## src/ahc_pkg.sv

```systemverilog
// shared constants for the host control register bank and its serial link
package ahc_pkg;
   // link frame: write flag, word index, 32-bit data, msb first
   localparam int unsigned       AHC_ADDR_W      = 15;
   localparam int unsigned       AHC_DATA_W      = 32;
   localparam int unsigned       AHC_HDR_BITS    = 16;
   localparam int unsigned       AHC_FRAME_BITS  = 48;
   localparam logic [5:0]        AHC_HDR_LAST    = 6'h0f;
   localparam logic [5:0]        AHC_FRAME_LAST  = 6'h2f;
   localparam logic [5:0]        AHC_DATA_FIRST  = 6'h10;

   // word indices of the registers
   localparam logic [14:0]       AHC_IDX_TEMP_CNF  = 15'h323;
   localparam logic [14:0]       AHC_IDX_TEMP_TRIG = 15'h324;
   localparam logic [14:0]       AHC_IDX_LOCK      = 15'h325;
   localparam logic [14:0]       AHC_IDX_METER_EN  = 15'h326;

   // command values and reset values
   localparam logic [31:0]       AHC_CMD_SET       = 32'h8000_0000;
   localparam logic [31:0]       AHC_CMD_CLEAR     = 32'h0000_0000;
   localparam logic [31:0]       AHC_RESET_WORD    = 32'h0000_0000;
   localparam int unsigned       AHC_TOP_BIT       = 31;

   // field positions
   localparam int unsigned       AHC_TEMP_PER_LO   = 2;
   localparam int unsigned       AHC_TEMP_PER_HI   = 3;
   localparam int unsigned       AHC_ADC_EN_BIT    = 0;
   localparam int unsigned       AHC_CE_EN_BIT     = 1;
   localparam logic [1:0]        AHC_PER_ACCUM     = 2'h1;
   localparam logic [1:0]        AHC_PER_CONT      = 2'h2;

   // timing
   localparam int unsigned       AHC_CLK_HZ        = 20_000_000;
   localparam int unsigned       AHC_CLK_PERIOD_NS = 50;
   localparam int unsigned       AHC_FS_NUM        = 32768;
   localparam int unsigned       AHC_FS_DEN        = 13;
   localparam int unsigned       AHC_SAMPLES_PER_INTERVAL = 2520;
   localparam int unsigned       AHC_TEMP_CONV_CYCLES     = 64;
   localparam int unsigned       AHC_SCK_HALF      = 4;

   typedef enum logic [0:0] {
      AHC_CONV_IDLE,
      AHC_CONV_BUSY
   } ahc_conv_state_t;

   typedef enum logic [1:0] {
      AHC_HOST_IDLE,
      AHC_HOST_SHIFT,
      AHC_HOST_GAP
   } ahc_host_state_t;
endpackage

```

## src/ahc_link_if.sv

```systemverilog
// serial link between the host controller and the front-end device
`timescale 1ns/1ps
interface ahc_link_if;
   logic sck;
   logic cs_n;
   logic mosi;
   logic miso;

   modport host (
      output sck,
      output cs_n,
      output mosi,
      input  miso
   );

   modport dev (
      input  sck,
      input  cs_n,
      input  mosi,
      output miso
   );
endinterface

```

## src/ahc_dev.sv

```systemverilog
// front-end device end: serial slave with trigger, lock and enable words
`timescale 1ns/1ps
module ahc_dev
   import ahc_pkg::*;
#(
   parameter int unsigned CLK_HZ      = AHC_CLK_HZ,
   parameter int unsigned FS_NUM      = AHC_FS_NUM,
   parameter int unsigned FS_DEN      = AHC_FS_DEN,
   parameter int unsigned SAMPLES     = AHC_SAMPLES_PER_INTERVAL,
   parameter int unsigned CONV_CYCLES = AHC_TEMP_CONV_CYCLES
) (
   input  wire logic ref_clk,
   input  wire logic arst_n,
   ahc_link_if.dev   link,
   output logic      adc_en,
   output logic      ce_en,
   output logic      port_locked,
   output logic      sample_strobe,
   output logic      interval_done,
   output logic      temp_busy,
   output logic      temp_done
);
   localparam logic [29:0] PH_STEP = 30'(FS_NUM);
   localparam logic [29:0] PH_WRAP = 30'(CLK_HZ * FS_DEN);
   localparam logic [11:0] SAMP_LAST = 12'(SAMPLES - 1);
   localparam logic [15:0] CONV_LAST = 16'(CONV_CYCLES - 1);

   // link state
   logic        sck_q;
   logic [5:0]  bit_cnt;
   logic [31:0] rx_shift;
   logic [31:0] tx_shift;
   logic [15:0] hdr;
   logic        miso_q;

   // registers
   logic        trig_bit;
   logic        lock_bit;
   logic [1:0]  temp_per;
   logic [1:0]  meter_en;

   // measurement cadence
   logic [29:0] ph_acc;
   logic [11:0] samp_cnt;
   ahc_conv_state_t conv_state;
   logic [15:0] conv_cnt;

   // link decode
   wire         sck_rise = link.sck & ~sck_q & ~link.cs_n;
   wire         sck_fall = ~link.sck & sck_q & ~link.cs_n;
   wire [15:0]  next_hdr = {rx_shift[14:0], link.mosi};
   wire [31:0]  next_word = {rx_shift[30:0], link.mosi};
   wire [14:0]  rd_addr = next_hdr[14:0];
   wire         hdr_done = sck_rise & (bit_cnt == AHC_HDR_LAST);
   wire         frame_done = sck_rise & (bit_cnt == AHC_FRAME_LAST);
   wire         wr_addr_lock = hdr[14:0] == AHC_IDX_LOCK;
   wire         rd_allowed = ~lock_bit | (rd_addr == AHC_IDX_LOCK);
   wire         wr_allowed = ~lock_bit | wr_addr_lock;
   wire         wr_ok = frame_done & hdr[15] & wr_allowed;
   wire         wr_set = next_word == AHC_CMD_SET;
   wire         wr_clr = next_word == AHC_CMD_CLEAR;

   // register read selection
   wire [31:0]  rd_raw =
      (rd_addr == AHC_IDX_TEMP_CNF)  ? {28'h0, temp_per, 2'h0} :
      (rd_addr == AHC_IDX_TEMP_TRIG) ? {trig_bit, 31'h0} :
      (rd_addr == AHC_IDX_LOCK)      ? {lock_bit, 31'h0} :
      (rd_addr == AHC_IDX_METER_EN)  ? {30'h0, meter_en} :
                                       AHC_RESET_WORD;
   wire [31:0]  rd_word = rd_allowed ? rd_raw : AHC_RESET_WORD;

   // register write decode
   wire wr_cnf  = wr_ok & (hdr[14:0] == AHC_IDX_TEMP_CNF);
   wire wr_trig = wr_ok & (hdr[14:0] == AHC_IDX_TEMP_TRIG) & wr_set;
   wire wr_lock = wr_ok & wr_addr_lock;
   wire wr_men  = wr_ok & (hdr[14:0] == AHC_IDX_METER_EN);

   // enables follow the written word in the same cycle it lands
   wire next_men_adc = wr_men ? next_word[AHC_ADC_EN_BIT] : meter_en[0];
   wire next_men_ce  = wr_men ? next_word[AHC_CE_EN_BIT] : meter_en[1];

   // sampling phase accumulator, exact fs = FS_NUM / FS_DEN on average
   // no strobe in the cycle that turns the converters off
   wire [29:0]  ph_sum = ph_acc + PH_STEP;
   wire         ph_hit = adc_en & next_men_adc &
                         (ph_sum >= PH_WRAP);
   wire [29:0]  next_ph = ~adc_en ? 30'h0 :
                          ph_hit ? ph_sum - PH_WRAP : ph_sum;
   wire         samp_tick = ph_hit & ce_en & next_men_ce;
   wire         samp_wrap = samp_tick & (samp_cnt == SAMP_LAST);
   wire [11:0]  next_samp = ~ce_en ? 12'h0 :
                            samp_wrap ? 12'h0 :
                            samp_tick ? samp_cnt + 12'h1 : samp_cnt;

   // temperature conversion start and end
   wire auto_start =
      ((temp_per == AHC_PER_ACCUM) & samp_wrap) |
      (temp_per == AHC_PER_CONT);
   wire conv_idle = conv_state == AHC_CONV_IDLE;
   wire conv_start = conv_idle & (trig_bit | auto_start);
   wire conv_end = (conv_state == AHC_CONV_BUSY) & (conv_cnt == CONV_LAST);
   wire next_trig = wr_trig | (trig_bit & ~conv_end);
   wire next_lock = wr_lock ? (wr_set ? 1'b1 :
                               wr_clr ? 1'b0 : lock_bit) : lock_bit;

   always_ff @(posedge ref_clk or negedge arst_n) begin
      if (!arst_n) begin
         sck_q    <= 1'b0;
         bit_cnt  <= 6'h0;
         rx_shift <= AHC_RESET_WORD;
         hdr      <= 16'h0;
      end else begin
         sck_q <= link.sck;
         if (link.cs_n) begin
            bit_cnt <= 6'h0;
         end else if (sck_rise) begin
            bit_cnt  <= bit_cnt + 6'h1;
            rx_shift <= next_word;
            if (hdr_done) begin
               hdr <= next_hdr;
            end
         end
      end
   end

   // read data leaves on falling edges after the header
   always_ff @(posedge ref_clk or negedge arst_n) begin
      if (!arst_n) begin
         tx_shift <= AHC_RESET_WORD;
         miso_q   <= 1'b0;
      end else if (link.cs_n) begin
         miso_q <= 1'b0;
      end else if (hdr_done) begin
         tx_shift <= next_hdr[15] ? AHC_RESET_WORD : rd_word;
      end else if (sck_fall && bit_cnt >= AHC_DATA_FIRST) begin
         miso_q   <= tx_shift[AHC_TOP_BIT];
         tx_shift <= {tx_shift[30:0], 1'b0};
      end
   end

   always_ff @(posedge ref_clk or negedge arst_n) begin
      if (!arst_n) begin
         trig_bit <= 1'b0;
         lock_bit <= 1'b0;
         temp_per <= 2'h0;
         meter_en <= 2'h0;
      end else begin
         trig_bit <= next_trig;
         lock_bit <= next_lock;
         if (wr_cnf) begin
            temp_per <= next_word[AHC_TEMP_PER_HI:AHC_TEMP_PER_LO];
         end
         if (wr_men) begin
            meter_en <= {next_word[AHC_CE_EN_BIT],
                         next_word[AHC_ADC_EN_BIT]};
         end
      end
   end

   always_ff @(posedge ref_clk or negedge arst_n) begin
      if (!arst_n) begin
         ph_acc   <= 30'h0;
         samp_cnt <= 12'h0;
      end else begin
         ph_acc   <= next_ph;
         samp_cnt <= next_samp;
      end
   end

   always_ff @(posedge ref_clk or negedge arst_n) begin
      if (!arst_n) begin
         conv_state <= AHC_CONV_IDLE;
         conv_cnt   <= 16'h0;
      end else begin
         case (conv_state)
            AHC_CONV_IDLE: begin
               conv_cnt <= 16'h0;
               if (conv_start) begin
                  conv_state <= AHC_CONV_BUSY;
               end
            end
            AHC_CONV_BUSY: begin
               conv_cnt <= conv_cnt + 16'h1;
               if (conv_end) begin
                  conv_state <= AHC_CONV_IDLE;
               end
            end
            default: begin
               conv_state <= AHC_CONV_IDLE;
            end
         endcase
      end
   end

   always_ff @(posedge ref_clk or negedge arst_n) begin
      if (!arst_n) begin
         adc_en        <= 1'b0;
         ce_en         <= 1'b0;
         port_locked   <= 1'b0;
         sample_strobe <= 1'b0;
         interval_done <= 1'b0;
         temp_busy     <= 1'b0;
         temp_done     <= 1'b0;
      end else begin
         adc_en        <= next_men_adc;
         ce_en         <= next_men_ce;
         port_locked   <= next_lock;
         sample_strobe <= ph_hit;
         interval_done <= samp_wrap;
         temp_busy     <= ~conv_end & (conv_start | ~conv_idle);
         temp_done     <= conv_end;
      end
   end

   assign link.miso = miso_q;
endmodule

```

## src/flat_wrapper.sv

```systemverilog
// flat-port wrapper written by rule: the top's interface ports become plain ports
module ahc_dev_flat import ahc_pkg::*;
#(
   parameter int unsigned CLK_HZ      = AHC_CLK_HZ,
   parameter int unsigned FS_NUM      = AHC_FS_NUM,
   parameter int unsigned FS_DEN      = AHC_FS_DEN,
   parameter int unsigned SAMPLES     = AHC_SAMPLES_PER_INTERVAL,
   parameter int unsigned CONV_CYCLES = AHC_TEMP_CONV_CYCLES
)
  (ref_clk, arst_n, adc_en, ce_en, port_locked, sample_strobe, interval_done, temp_busy, temp_done, link_sck, link_cs_n, link_mosi, link_miso);
  ahc_link_if link_i ();
  input  wire logic ref_clk;
  input  wire logic arst_n;
  output logic adc_en;
  output logic ce_en;
  output logic port_locked;
  output logic sample_strobe;
  output logic interval_done;
  output logic temp_busy;
  output logic temp_done;
  input wire logic [$bits(link_i.sck)-1:0] link_sck;
  input wire logic [$bits(link_i.cs_n)-1:0] link_cs_n;
  input wire logic [$bits(link_i.mosi)-1:0] link_mosi;
  output wire logic [$bits(link_i.miso)-1:0] link_miso;
  assign link_i.sck = link_sck;
  assign link_i.cs_n = link_cs_n;
  assign link_i.mosi = link_mosi;
  assign link_miso = link_i.miso;
  ahc_dev #(.CLK_HZ(CLK_HZ), .FS_NUM(FS_NUM), .FS_DEN(FS_DEN), .SAMPLES(SAMPLES), .CONV_CYCLES(CONV_CYCLES)) u_core (.ref_clk(ref_clk), .arst_n(arst_n), .link(link_i), .adc_en(adc_en), .ce_en(ce_en), .port_locked(port_locked), .sample_strobe(sample_strobe), .interval_done(interval_done), .temp_busy(temp_busy), .temp_done(temp_done));
endmodule
```

## config.mk

```make
export PLATFORM = sky130hd
export DESIGN_NAME = ahc_dev_flat
export DESIGN_NICKNAME = d
export VERILOG_FILES = /design/src/ahc_pkg.sv /design/src/ahc_link_if.sv /design/src/ahc_dev.sv /design/src/flat_wrapper.sv
export SDC_FILE = /design/constraint.sdc
export NUM_CORES = 1
export LEC_CHECK = 0
export BUFFER_PORTS_ARGS = -buffer_cell sky130_fd_sc_hd__buf_2
export CORE_ASPECT_RATIO = 0.6
export CORE_MARGIN = 5
export CORE_UTILIZATION = 60
export CTS_BUF_LIST = sky130_fd_sc_hd__clkbuf_4 sky130_fd_sc_hd__clkbuf_8
export CTS_CLUSTER_DIAMETER = 80
export DETAILED_ROUTE_END_ITERATION = 6
export PLACE_DENSITY = 0.84
export SETUP_SLACK_MARGIN = 0.5
export SYNTH_ARGS = -nofsm -noshare
export SYNTH_HDL_FRONTEND = slang
export SYNTH_SLANG_ARGS = --single-unit
```

## constraint.sdc

```tcl
create_clock -name ref_clk -period 4.99 [get_ports ref_clk]
set_input_delay 0.2495 -clock ref_clk [delete_from_list [all_inputs] [get_ports ref_clk]]
set_output_delay 0.2495 -clock ref_clk [all_outputs]
set_load 0.01 [all_outputs]
```

==> results.cfg <==
[sta]
fmax_mhz = 272
rsz0062_at_grt = no
drv_slew = 0
worstMarginPinSlew_ps = 1080
tns_ps = 0
hold_viol_final = 0
relSlewSlack_pct = 27.8
min_period_ps = 3670
finalSetupViolCount = 0
whs_ps = 52.4
fin_skew_ps = 16.6
post-route-period-util_pct = 73.6

[die]
io-pin-count = 13
rows = 31
fp.dieW_um = 153
initial_core_util_pct = 61.0
die-area_um2 = 14600
coreArea_um2 = 12000
die_y_um = 95.5

[clock_tree]
post-cts-setup-buffers = 0
ctsHtreeMaxLevel = 4
cts_buffers = 17
clockBufferDepth = 2
clkSinkCount = 149
cts-root-buf = clkbuf_8
cts_tree = done
clk_latency_ps = 450
ctsResizeCount = 0
path_clk_slew_ps = 90

[synthesis]
ys_ff_latch = 149
ys.flop_type = dfrtp_1
synth_cell_types = 68
synth-edff-count = 0
async_flop_share_pct = 100
yosysSeqAreaShare_pct = 51.0
synthCells = 748
yosysWarnings = 0
synth_fp_nets = 761
synth_area_um2 = 7310
syn_area_per_cell_um2 = 9.77

[power_and_ir_drop]
leakagePower_nw = 3.47
intPower_w = 0.00172
seqPwrFrac_pct = 55.2
ir_drop_mv = 0.198
p_sw_share_pct = 26.4
power_frac_comb_pct = 4.4
clockPowerShare_pct = 40.4
powerDensity_nw_per_um2 = 296
switching_power_w = 0.000617

[setup_path]
setup.worst_path.start_class = flop
critPathMaxFanout = 23
crit_type = reg -> reg
end_kind = flop
critPathArrivalTime_ps = 4030
critPathRequiredTime_ps = 5350

[finish]
drive_gt1_share_pct = 13.6
diodes = 0
final_common_cell = nand2_1
nets = 764
final_cell_mix = nand2_1, dfrtp_1, nor2_1
synthToLayoutAreaGrowth_pct = 8.06

[global_route]
antenna_found_initial = 1
grt_pass1_wl_um = 26500
grt_max_degree = 116
grt_usage_pct = 22.5
grt_remaining_overflow = 0
first_global_vias = 5402

[detailed_routing]
firstDrtPassIters = 5
viasPerCell = 5.97
antenna_left = 0
drt-wirelength-per-cell_um = 16.6
vias = 5542
drt_iter0_markers = 458
drc_errors = 0
routed_wl_um = 15400

[job]
maxCapViolCount = 0

[hold_path]
hp-class = in -> reg

[placed_design]
place_hpwl_um = 10200
place_congestion = 0.911
port_buffers = 12

[run_status]
outcome = completed
==> sequential cells by signal, summed over array words and instances, names as in the netlist, 2 cells and up <==
name and flops:
u_core.tx_shift 32, u_core.rx_shift 31, u_core.ph_acc 22, u_core.conv_cnt 16, u_core.hdr 16, u_core.samp_cnt 12
u_core.bit_cnt 6, u_core.meter_en 2, u_core.temp_per 2
==> power groups by stage <==
stage / Clock (W) / Sequential (W) / Combinational (W)
after global placement: 0 / 0.00131 / 0.0000966
final: 0.000944 / 0.00129 / 0.000103
after detailed placement: 0 / 0.00131 / 0.000102
after CTS: 0.000959 / 0.00129 / 0.000105
after floorplan: 0 / 0.00129 / 0.0000625
after global routing: 0.00102 / 0.00130 / 0.000117
==> cell usage after synthesis, types with 8 or more instances <==
cell type  count  share of area [%]
clkbuf_1      23                1.2
or3_1         10               0.86
dfrtp_1      149                 51
xor2_1        17                2.0
nor4_1        12                1.0
and3_1        11               0.94
nor2_1        48                2.5
xnor2_1       24                2.9
nand2_1      154                7.9
o21ai_0       25                1.7
a21oi_1       39                2.7
and2_1        19                1.6
inv_1         13               0.67
nor2b_1        8               0.68
nand4_1       13                1.1
mux2_2        36                5.5
a21boi_0      12                1.2
nor3_1        17                1.2
nand3_1       21                1.4
ha_1           8                1.4
==> worst max-delay path, stage by stage (launching register included) <==
cell     delay (ps)
dfrtp_1         570
ha_1            570
nor2b_1         200
a31oi_1         100
o31ai_1         360
o21ai_1         250
a21oi_4         240
o21a_1          680
a21oi_1         190
o31a_1          280
nor3_1          130
==> worst paths after layout <==
kind | endpoint | start | depth (start not counted) | slack, ps
max reg2reg | u_core.ph_acc[18]$_DFF_PN0_ | u_core.ph_acc[15]$_DFF_PN0_ | 10 | 1320
min | u_core.bit_cnt[5]$_DFFE_PN0P_ | link_cs_n | 2 | 50
max in group asynchronous | u_core.rx_shift[27]$_DFFE_PN0P_ | arst_n | 3 | 3360
min reg2reg | u_core.conv_cnt[0]$_DFF_PN0_ | u_core.conv_cnt[0]$_DFF_PN0_ | 1 | 470
min in group asynchronous | u_core.samp_cnt[11]$_DFFE_PN0P_ | arst_n | 2 | 500
max | u_core.ph_acc[18]$_DFF_PN0_ | u_core.ph_acc[15]$_DFF_PN0_ | 10 | 1320
==> cells by family after synthesis <==
kind of cell | after synthesis | synth area share [%]
flip-flops | 149 | 51.0
XOR/XNOR | 41 | 4.91
AND/OR/NAND/NOR | 351 | 24.0
adder cells (fa/ha/maj) | 8 | 1.37
buffers and inverters | 47 | 2.55
AO/OA/AOI/OAI | 110 | 9.76
multiplexers | 42 | 6.44
==> repair_timing <==
item | 4_1_cts | 5_1_grt
hold buffers | 2 | 0
hold endpoints to repair | 24 | 0
endpoints found under the setup margin | 0 | 0
==> per-stage QoR <==
| step | cell area (um2) | instances | util (%) | setup WS, ps | power [W] |
|---|---|---|---|---|---|
| after floorplan | 7310 | 748 | - | 2120 | 0.00136 |
| after global placement | 7470 | 895 | 62.3 | 1570 | 0.00141 |
| after detailed placement | 7470 | 895 | 62.3 | 1390 | 0.00141 |
| after CTS | 7900 | 929 | 65.9 | 1370 | 0.00235 |
| after global routing | 7900 | 929 | 65.9 | 965 | 0.00243 |
| final | 7900 | 929 | 65.9 | 1320 | 0.00234 |
==> routing by layer <==
metal	part of all wire, %	routed length (um)	track usage [%]	vias up
met2	48	7320	36.0	141
met1	46	7140	31.6	2786
met4	0.90	138	6.45	2
li1	-	-	-	2594
met5	0.13	20	0	-
met3	5.1	790	4.85	19
==> layout make-up <==
cell class / count / area (um2)
well taps: 165 / 206
fillers: 855 / 4090
multi-input cells: 552 / 3400
clock buffers: 18 / 248
inverters: 14 / 52.6
flip-flops and latches: 149 / 3730
clock inverters: 14 / 160
repair buffers: 17 / 109
Power figures use the tool's default switching activity.
